[src/core/nvm_write_pkg.sv]
// shared constants and types for the nonvolatile memory write control
package nvm_write_pkg;

   // ----------------------------------------------------------------
   // control register layout
   // ----------------------------------------------------------------
   localparam int CTRL_W = 8;
   localparam int WTS_LSB = 4;
   localparam int WTS_MSB = 6;
   localparam int WIP_BIT = 2;
   localparam int WE_BIT = 1;
   localparam int RE_BIT = 0;
   localparam logic [7:0] CTRL_RESET = 8'h00;
   localparam logic [2:0] WTS_MAX_CODE = 3'h5;

   // ----------------------------------------------------------------
   // write duration: 18 * 2^(13-code) system clock periods
   // ----------------------------------------------------------------
   localparam int WT_FACTOR = 18;
   localparam int WT_TOP_EXP = 13;
   localparam int WT_CNT_W = 18;
   localparam logic [15:0] IRQ_VECTOR = 16'h000e;
   localparam logic [7:0] AS_DELIVERED = 8'h00;

   typedef enum logic [1:0] {
      ST_IDLE = 2'b00,
      ST_WRITE = 2'b01,
      ST_DONE = 2'b11
   } wr_state_type;

   typedef struct packed {
      logic [7:0] addr;
      logic [7:0] data;
   } wr_req_type;

endpackage

[src/core/nvm_array.sv]
// data array of the nonvolatile memory with registered read data
`timescale 1ns/100ps
`default_nettype none
module nvm_array #(
   parameter int ADDR_W = 8,
   parameter int DATA_W = 8
) (
   // clock
   input wire logic clk_sys_i,
   // write port
   input wire logic wr_en_i,
   input wire logic [ADDR_W-1:0] wr_addr_i,
   input wire logic [DATA_W-1:0] wr_data_i,
   // read port
   input wire logic [ADDR_W-1:0] rd_addr_i,
   output logic [DATA_W-1:0] rd_data_o
);
   // as-delivered contents are all zero
   logic [DATA_W-1:0] mem_reg [0:(1<<ADDR_W)-1] = '{default: '0};

   always_ff @(posedge clk_sys_i) begin
      if (wr_en_i) begin
         mem_reg[wr_addr_i] <= wr_data_i;
      end
   end

   always_ff @(posedge clk_sys_i) begin
      rd_data_o <= mem_reg[rd_addr_i];
   end
endmodule
`default_nettype wire

[src/core/nvm_write_control.sv]
// write sequencing, duration timer and write-done request for the nonvolatile memory
`timescale 1ns/100ps
`default_nettype none
// Operation
// - raise a write-done request when one write completes
// - in-progress flag returns to 0 when the write finishes
// - clearing write enable early aborts the write and writes 0 to the target location
// - a write issued during a write is ignored
// - halt does not stop the write
// - stop mode aborts the write, target data undefined
// - clearing write enable mid-write aborts it and forces target to 0
// - memory holds 0 as delivered
// - bits 4..6 select 18*2^13 down to 18*2^8 clocks; others prohibited
// - in-progress flag in bit 2 sets when a write starts
// - reset clears the control register
// - request flag sets when write time elapses; vector 000EH
module nvm_write_control #(
   parameter int ADDR_W = 8,
   parameter int DATA_W = 8
) (
   // clock and reset
   input wire logic clk_sys_i,
   input wire logic rst_i,
   // control register write
   input wire logic ctrl_wr_i,
   input wire logic [nvm_write_pkg::CTRL_W-1:0] ctrl_wdata_i,
   // cpu memory access
   input wire logic mem_wr_i,
   input wire logic [ADDR_W-1:0] mem_addr_i,
   input wire logic [DATA_W-1:0] mem_wdata_i,
   // standby modes
   input wire logic halt_i,
   input wire logic stop_i,
   // interrupt flag clear
   input wire logic irq_ack_i,
   // status outputs
   output logic [nvm_write_pkg::CTRL_W-1:0] ctrl_rdata_o,
   output logic [DATA_W-1:0] mem_rdata_o,
   output logic write_done_request_flag_o,
   output logic [15:0] irq_vector_o,
   output logic wts_prohibited_o
);
   import nvm_write_pkg::*;

   // the captured request holds an 8-bit address and an 8-bit data word
   if (ADDR_W < 1 || ADDR_W > 8 || DATA_W != 8) begin : g_bad_params
      $error("nvm_write_control: unsupported parameters");
   end

   // ----------------------------------------------------------------
   // duration decode
   // ----------------------------------------------------------------
   function automatic logic [WT_CNT_W-1:0] cycles_of(input logic [2:0] code);
      logic [WT_CNT_W-1:0] v;
      v = WT_CNT_W'(WT_FACTOR) << (WT_TOP_EXP - int'(code));
      return v;
   endfunction

   logic [2:0] write_time_select_reg;
   logic write_enable_bit_reg;
   logic read_enable_bit_reg;
   logic write_in_progress_flag_reg;
   logic [WT_CNT_W-1:0] count_reg;
   logic write_done_request_flag_reg;
   wr_req_type req_reg;
   wr_state_type state_reg;
   logic arr_wr_reg;
   logic [DATA_W-1:0] arr_data_reg;
   logic accept;
   logic expire;
   logic abort_we;

   assign accept = mem_wr_i && write_enable_bit_reg && !write_in_progress_flag_reg;
   assign expire = write_in_progress_flag_reg && (count_reg == WT_CNT_W'(1));
   assign abort_we = write_in_progress_flag_reg && ctrl_wr_i && !ctrl_wdata_i[WE_BIT];

   // ----------------------------------------------------------------
   // control register
   // ----------------------------------------------------------------
   always_ff @(posedge clk_sys_i or posedge rst_i) begin
      if (rst_i) begin
         write_time_select_reg <= CTRL_RESET[WTS_MSB:WTS_LSB];
         write_enable_bit_reg <= CTRL_RESET[WE_BIT];
         read_enable_bit_reg <= CTRL_RESET[RE_BIT];
      end else if (ctrl_wr_i) begin
         write_time_select_reg <= ctrl_wdata_i[WTS_MSB:WTS_LSB];
         write_enable_bit_reg <= ctrl_wdata_i[WE_BIT];
         read_enable_bit_reg <= ctrl_wdata_i[RE_BIT];
      end
   end

   // ----------------------------------------------------------------
   // write sequencer and timer
   // ----------------------------------------------------------------
   always_ff @(posedge clk_sys_i or posedge rst_i) begin
      if (rst_i) begin
         state_reg <= ST_IDLE;
         write_in_progress_flag_reg <= 1'b0;
         count_reg <= '0;
         req_reg <= '0;
         arr_wr_reg <= 1'b0;
         arr_data_reg <= '0;
      end else begin
         arr_wr_reg <= 1'b0;
         case (state_reg)
            ST_IDLE, ST_DONE: begin
               // flag is already low in the done cycle, so a write is taken there too
               if (accept) begin
                  state_reg <= ST_WRITE;
                  write_in_progress_flag_reg <= 1'b1;
                  count_reg <= cycles_of(write_time_select_reg);
                  req_reg.addr <= 8'(mem_addr_i);
                  req_reg.data <= mem_wdata_i;
               end else begin
                  state_reg <= ST_IDLE;
               end
            end
            ST_WRITE: begin
               if (stop_i) begin
                  // abort: target is left untouched, contents undefined
                  state_reg <= ST_IDLE;
                  write_in_progress_flag_reg <= 1'b0;
               end else if (abort_we) begin
                  state_reg <= ST_IDLE;
                  write_in_progress_flag_reg <= 1'b0;
                  arr_wr_reg <= 1'b1;
                  arr_data_reg <= '0;
               end else if (expire) begin
                  state_reg <= ST_DONE;
                  write_in_progress_flag_reg <= 1'b0;
                  arr_wr_reg <= 1'b1;
                  arr_data_reg <= req_reg.data;
               end else begin
                  // halt does not freeze this timer
                  count_reg <= count_reg - WT_CNT_W'(1);
               end
            end
            default: begin
               state_reg <= ST_IDLE;
            end
         endcase
      end
   end

   // ----------------------------------------------------------------
   // write-done request flag, set wins over clear
   // ----------------------------------------------------------------
   always_ff @(posedge clk_sys_i or posedge rst_i) begin
      if (rst_i) begin
         write_done_request_flag_reg <= 1'b0;
      end else if (expire && state_reg == ST_WRITE && !stop_i && !abort_we) begin
         write_done_request_flag_reg <= 1'b1;
      end else if (irq_ack_i) begin
         write_done_request_flag_reg <= 1'b0;
      end
   end

   // ----------------------------------------------------------------
   // outputs
   // ----------------------------------------------------------------
   always_ff @(posedge clk_sys_i or posedge rst_i) begin
      if (rst_i) begin
         ctrl_rdata_o <= CTRL_RESET;
         write_done_request_flag_o <= 1'b0;
         irq_vector_o <= 16'h0000;
         wts_prohibited_o <= 1'b0;
      end else begin
         ctrl_rdata_o <= '0;
         ctrl_rdata_o[WTS_MSB:WTS_LSB] <= write_time_select_reg;
         ctrl_rdata_o[WIP_BIT] <= write_in_progress_flag_reg;
         ctrl_rdata_o[WE_BIT] <= write_enable_bit_reg;
         ctrl_rdata_o[RE_BIT] <= read_enable_bit_reg;
         write_done_request_flag_o <= write_done_request_flag_reg;
         irq_vector_o <= IRQ_VECTOR;
         wts_prohibited_o <= (write_time_select_reg > WTS_MAX_CODE);
      end
   end

   nvm_array #(
      .ADDR_W(ADDR_W),
      .DATA_W(DATA_W)
   ) u_array (
      .clk_sys_i(clk_sys_i),
      .wr_en_i(arr_wr_reg),
      .wr_addr_i(req_reg.addr[ADDR_W-1:0]),
      .wr_data_i(arr_data_reg),
      .rd_addr_i(mem_addr_i),
      .rd_data_o(mem_rdata_o)
   );

   // ----------------------------------------------------------------
   // assertions
   // ----------------------------------------------------------------
   property p_start_sets_flag;
      @(posedge clk_sys_i) disable iff (rst_i)
      accept |=> write_in_progress_flag_reg;
   endproperty
   a_start_sets_flag: assert property (p_start_sets_flag) else $error("flag not set");

   property p_flag_clears;
      @(posedge clk_sys_i) disable iff (rst_i)
      (state_reg == ST_WRITE && expire && !stop_i && !abort_we) |=> !write_in_progress_flag_reg;
   endproperty
   a_flag_clears: assert property (p_flag_clears) else $error("flag stuck");

   property p_irq_on_done;
      @(posedge clk_sys_i) disable iff (rst_i)
      (state_reg == ST_WRITE && expire && !stop_i && !abort_we) |=> write_done_request_flag_reg;
   endproperty
   a_irq_on_done: assert property (p_irq_on_done) else $error("no done request");

   property p_ignore_second;
      @(posedge clk_sys_i) disable iff (rst_i)
      (write_in_progress_flag_reg && mem_wr_i) |=> $stable(req_reg);
   endproperty
   a_ignore_second: assert property (p_ignore_second) else $error("second write taken");

   property p_abort_zero;
      @(posedge clk_sys_i) disable iff (rst_i)
      (state_reg == ST_WRITE && !stop_i && abort_we) |=> (arr_wr_reg && arr_data_reg == '0);
   endproperty
   a_abort_zero: assert property (p_abort_zero) else $error("abort not zero");

   property p_stop_abort;
      @(posedge clk_sys_i) disable iff (rst_i)
      (state_reg == ST_WRITE && stop_i) |=> (!arr_wr_reg && state_reg == ST_IDLE);
   endproperty
   a_stop_abort: assert property (p_stop_abort) else $error("stop did not abort");

   property p_halt_counts;
      @(posedge clk_sys_i) disable iff (rst_i)
      (state_reg == ST_WRITE && halt_i && !stop_i && !abort_we && !expire)
         |=> count_reg == $past(count_reg) - WT_CNT_W'(1);
   endproperty
   a_halt_counts: assert property (p_halt_counts) else $error("halt froze timer");

   property p_load_count;
      @(posedge clk_sys_i) disable iff (rst_i)
      accept |=> count_reg == cycles_of($past(write_time_select_reg));
   endproperty
   a_load_count: assert property (p_load_count) else $error("bad duration");

   property p_hold_req;
      @(posedge clk_sys_i) disable iff (rst_i)
      (state_reg == ST_WRITE && $past(state_reg) == ST_WRITE) |-> $stable(req_reg);
   endproperty
   a_hold_req: assert property (p_hold_req) else $error("request changed");
endmodule
`default_nettype wire

[config.mk]
export PLATFORM = sky130hd
export DESIGN_NAME = nvm_write_control
export DESIGN_NICKNAME = d
export VERILOG_FILES = /design/src/core/nvm_write_pkg.sv /design/src/core/nvm_array.sv /design/src/core/nvm_write_control.sv
export SDC_FILE = /design/constraint.sdc
export NUM_CORES = 2
export LEC_CHECK = 0
export ABC_AREA = 1
export BUFFER_PORTS_ARGS = -buffer_cell sky130_fd_sc_hd__buf_2
export CAP_MARGIN = 20
export CORE_MARGIN = 3
export CORE_UTILIZATION = 60
export CTS_BUF_LIST = sky130_fd_sc_hd__clkbuf_2
export DETAILED_ROUTE_END_ITERATION = 10
export PLACE_DENSITY = 0.76
export SETUP_SLACK_MARGIN = 0.02
export SYNTH_ARGS = -nofsm -noshare
export SYNTH_HDL_FRONTEND = slang
export SYNTH_HIERARCHICAL = 1
export SYNTH_SLANG_ARGS = --single-unit
[constraint.sdc]
create_clock -name clk_sys_i -period 6.4 [get_ports clk_sys_i]
set_input_delay 0.64 -clock clk_sys_i [delete_from_list [all_inputs] [get_ports clk_sys_i]]
set_output_delay 0.64 -clock clk_sys_i [all_outputs]
set_load 0.02 [all_outputs]
==> flow_metrics.py <==
metrics = {
    "clock_tree": {
        "cts.root.buffer_cell": "clkbuf_2",
        "cts_tree": "built",
        "cts_htree_levels": 6,
        "insertion_delay_ps": 1810,
        "clkTransAtPathRegs_ps": 110,
        "post_cts_buffers": 0,
        "numCtsBuffers": 530,
        "clk_path_buf_depth": 4,
        "cts_sinks": 2117,
    },
    "detailed_routing": {
        "post-route-drc-count": 0,
        "drtPass1Iterations": 6,
        "first_iter_violations": 7633,
        "routed_wire_length_per_instance_um": 22.05,
        "wl_met1_mm": 79.68,
        "detailed_route_wirelength_on_metal3_mm": 25.41,
        "detailed_route_wl_mm": 217.0,
        "drt.antenna.violating_nets": 0,
        "detailroute.via_count": 58910,
        "drt-vias-per-instance": 5.986,
        "detailroute.wirelength.met2_mm": 103.7,
        "top_layer_used": "met4",
    },
    "critical_path": {
        "setup.worst_path.start_class": "primary input",
        "critical_path.most_common_cell": "nand3_1",
        "timing.critical_path.slowest_cell_delay_ps": 600,
        "setup.reg_to_reg.worst_slack_ps": 2420,
        "critical_path_peak_fanout": 188,
        "worst-endpoint-arrival_ps": 6380,
        "cp_slowest_cell": "dlygate4sd3_1",
        "rr_worst_depth": 14,
        "crit-reg2reg-launch": "u_array/mem_reg[111][1]",
        "path_class": "in -> reg",
        "r2r_end": "u_array/rd_data_o[1]",
        "critical_path_cell_by_cell": "dlygate4sd3_1 > buf_8 > inv_16 > buf_4 > nand2_1 > nand3_1 > nand3_1 > nand3_1 > nand3_1 > nand3_1 > nand3_1 > dlygate4sd3_1 > nand2_1 > dlygate4sd3_1 > nand2_1 > dlygate4sd3_1 > nand2_1 > dlygate4sd3_1",
        "timing.critical_path.to_type": "flop",
        "timing.critical_path.required_ps": 8010,
    },
    "placed_design": {
        "port_buffers": 45,
        "placed_wire_length_estimate_mm": 114.1,
        "dp_cell_count": 8904,
        "routabilityCongestion": 0.8581,
        "dpl-instance-area_um2": 87660,
        "detailedPlace.worstSlack_ps": 2639,
    },
    "global_route": {
        "grtUsageTotal_pct": 29.10,
        "grt_start_max_net_pins": 218,
        "initial_antenna_violation_count": 4,
        "first_pass_grt_wire_length_mm": 327.1,
        "grt_pass1_vias": 57150,
        "grt_overflow_total": 0,
    },
    "timing": {
        "worst_slew_margin_rel_pct": 18.96,
        "grt_setup_unrepaired": "no",
        "worst_pin_slew_ps": 1216,
        "drv_slew": 0,
        "hold_violations": 0,
        "post-route-min-period_ps": 4778,
        "fin_ws_ps": 1622,
        "report.final.setup_viol": 0,
        "worst_clock_skew_ps": 149.7,
        "layout_worst_path_cycle_share_pct": 74.65,
        "fmax_ghz": 0.2093,
        "tns_ps": 0,
    },
    "logic_synthesis": {
        "synthesis.area_per_instance_um2": 11.73,
        "syn_inst": 7389,
        "netlist_area_um2": 86690,
        "synth_cell_type_count": 41,
        "ys_warn_count": 6,
        "synth_top_flop_cell": "edfxtp_1",
        "synth_edf_count": 2048,
        "ys_seq_area_share_pct": 72.89,
        "yosys_register_bits": 2117,
        "async_flop_share_pct": 2.881,
    },
    "die": {
        "io_pins": 65,
        "die_height_um": 386.1,
        "placeableCoreArea_um2": 142400,
        "die_w_um": 386.1,
        "floorplan.rows": 138,
        "area_enclosed_by_the_die_boundary_um2": 149100,
        "floorplan.initialDensity_pct": 60.86,
    },
    "status": {
        "run_status": "completed",
    },
    "finish": {
        "synthToLayoutAreaGrowth_pct": 7.100,
        "post_layout_nonfiller_instances": 9841,
        "largest_register_ff_count": 2048,
        "finalInstanceArea_um2": 92840,
        "final_nets": 7664,
        "number_of_inserted_filler_cells_in_the_final_layout": 10340,
        "final_layout_size_suffix_gt1_share_pct": 12.18,
        "finish.utilization_pct": 65.18,
    },
    "pwr": {
        "power_density_nw_per_um2": 291.0,
        "vdd.ir_drop.worst_mv": 0.2339,
        "power_leakage_nw": 35.60,
    },
    "job": {
        "max_cap_violations": 0,
    },
    "min_path": {
        "hold_class": "in -> async",
    },
}
[critical path: cells and delay by family]
kind | cells | cell delay, ps
buffers and inverters | 8 | 4270
AND/OR/NAND/NOR | 10 | 1270
[cell families after synthesis]
group | count (synthesis) | synth area share [%]
AOI/OAI and AO/OA | 32 | 0.2021
other | 2 | 0.008663
buffers and inverters | 582 | 3.385
adders and majority gates | 9 | 0.1299
xor gates and xnor gates | 6 | 0.06062
DFF | 2117 | 72.89
muxes | 16 | 0.2078
and+or+nand+nor | 4625 | 23.12
[metrics by stage]
stage / power (mW) / hold slack, ps
2_1_floorplan: 17.90 / 353.7
3_3_place_gp: 18.60 / 360.5
3_5_place_dp: 18.68 / 366.3
4_1_cts: 27.13 / 24.26
5_1_grt: 28.16 / 162.4
6_report: 27.02 / 273.2
[worst max path at each step]
stage / from / endpoint / slack (ps) / cells after the start
2_1_floorplan: arr_data_reg[0] / u_array/mem_reg[0][0] / 2410 / 0
3_3_place_gp: mem_addr_i[0] / u_array/rd_data_o[1] / 2670 / 13
5_1_grt: mem_addr_i[0] / u_array/rd_data_o[1] / 1530 / 18
3_5_place_dp: mem_addr_i[0] / u_array/rd_data_o[6] / 2640 / 13
6_report: mem_addr_i[0] / u_array/rd_data_o[1] / 1620 / 18
4_1_cts: mem_addr_i[0] / u_array/rd_data_o[1] / 1980 / 18
[report_power, final]
group | internal [mW] | switching [mW] | leakage [nW]
Sequential | 15.6 | 0.212 | 23.2
Combinational | 0.703 | 2.05 | 8.94
Clock | 3.43 | 5.07 | 3.46
Total | 19.7 | 7.33 | 35.6
[per-layer routing]
| metal | vias up | track usage [%] |
|---|---|---|
| met3 | 502 | 6.671 |
| met5 | - | 0 |
| met4 | 0 | 13.20 |
| met1 | 28030 | 39.14 |
| met2 | 3621 | 45.72 |
| li1 | 26760 | - |
[layout by cell type (no fill, tap or decap), drive strengths merged, types with 22 or more instances in the layout]
master / Yosys / final
nand3: 2041 / 2041
nor2: 320 / 320
dlygate4sd3: 0 / 78
inv: 73 / 90
clkbuf: 114 / 753
o21ai: 22 / 22
edfxtp: 2048 / 2048
clkinv: 2 / 76
buf: 393 / 118
dfrtp: 61 / 61
nand2: 2260 / 2260
[Yosys cell counts, types with 5 or more instances]
| master | n | area, um2 |
|---|---|---|
| dfrtp_1 | 61 | 1526 |
| nand3_1 | 2041 | 10210 |
| nor2_2 | 5 | 31.28 |
| buf_6 | 18 | 202.7 |
| o21ai_0 | 19 | 95.09 |
| ha_1 | 9 | 112.6 |
| nand2_2 | 13 | 81.33 |
| buf_2 | 270 | 1351 |
| buf_1 | 40 | 150.1 |
| dfxtp_1 | 8 | 160.2 |
| nor2_1 | 313 | 1175 |
| edfxtp_1 | 2048 | 61500 |
| xnor2_1 | 5 | 43.79 |
| buf_4 | 63 | 473.0 |
| nand2_1 | 2243 | 8419 |
| clkbuf_1 | 114 | 427.9 |
| mux2_2 | 16 | 180.2 |
| inv_1 | 68 | 255.2 |
[layout make-up]
class	count	area [um2]	share of cell area [%]
Antenna cell	5	12.51	0.01348
Multi-Input combinational cell	4704	20630	22.22
Clock inverter	101	618.1	0.6657
Inverter	75	325.3	0.3504
Sequential cell	2117	63220	68.09
Timing Repair Buffer	196	1912	2.059
Tap cell	1890	2365	2.547
Clock buffer	753	3769	4.059
[timing repair]
| action | 4_1_cts | 5_1_grt |
|---|---|---|
| endpoints found under the hold margin | 121 | 0 |
| gates resized for setup | 0 | 0 |
| hold buffers | 78 | 0 |
| setup endpoints to repair | 0 | 0 |
(Power assumes the default switching activity.)
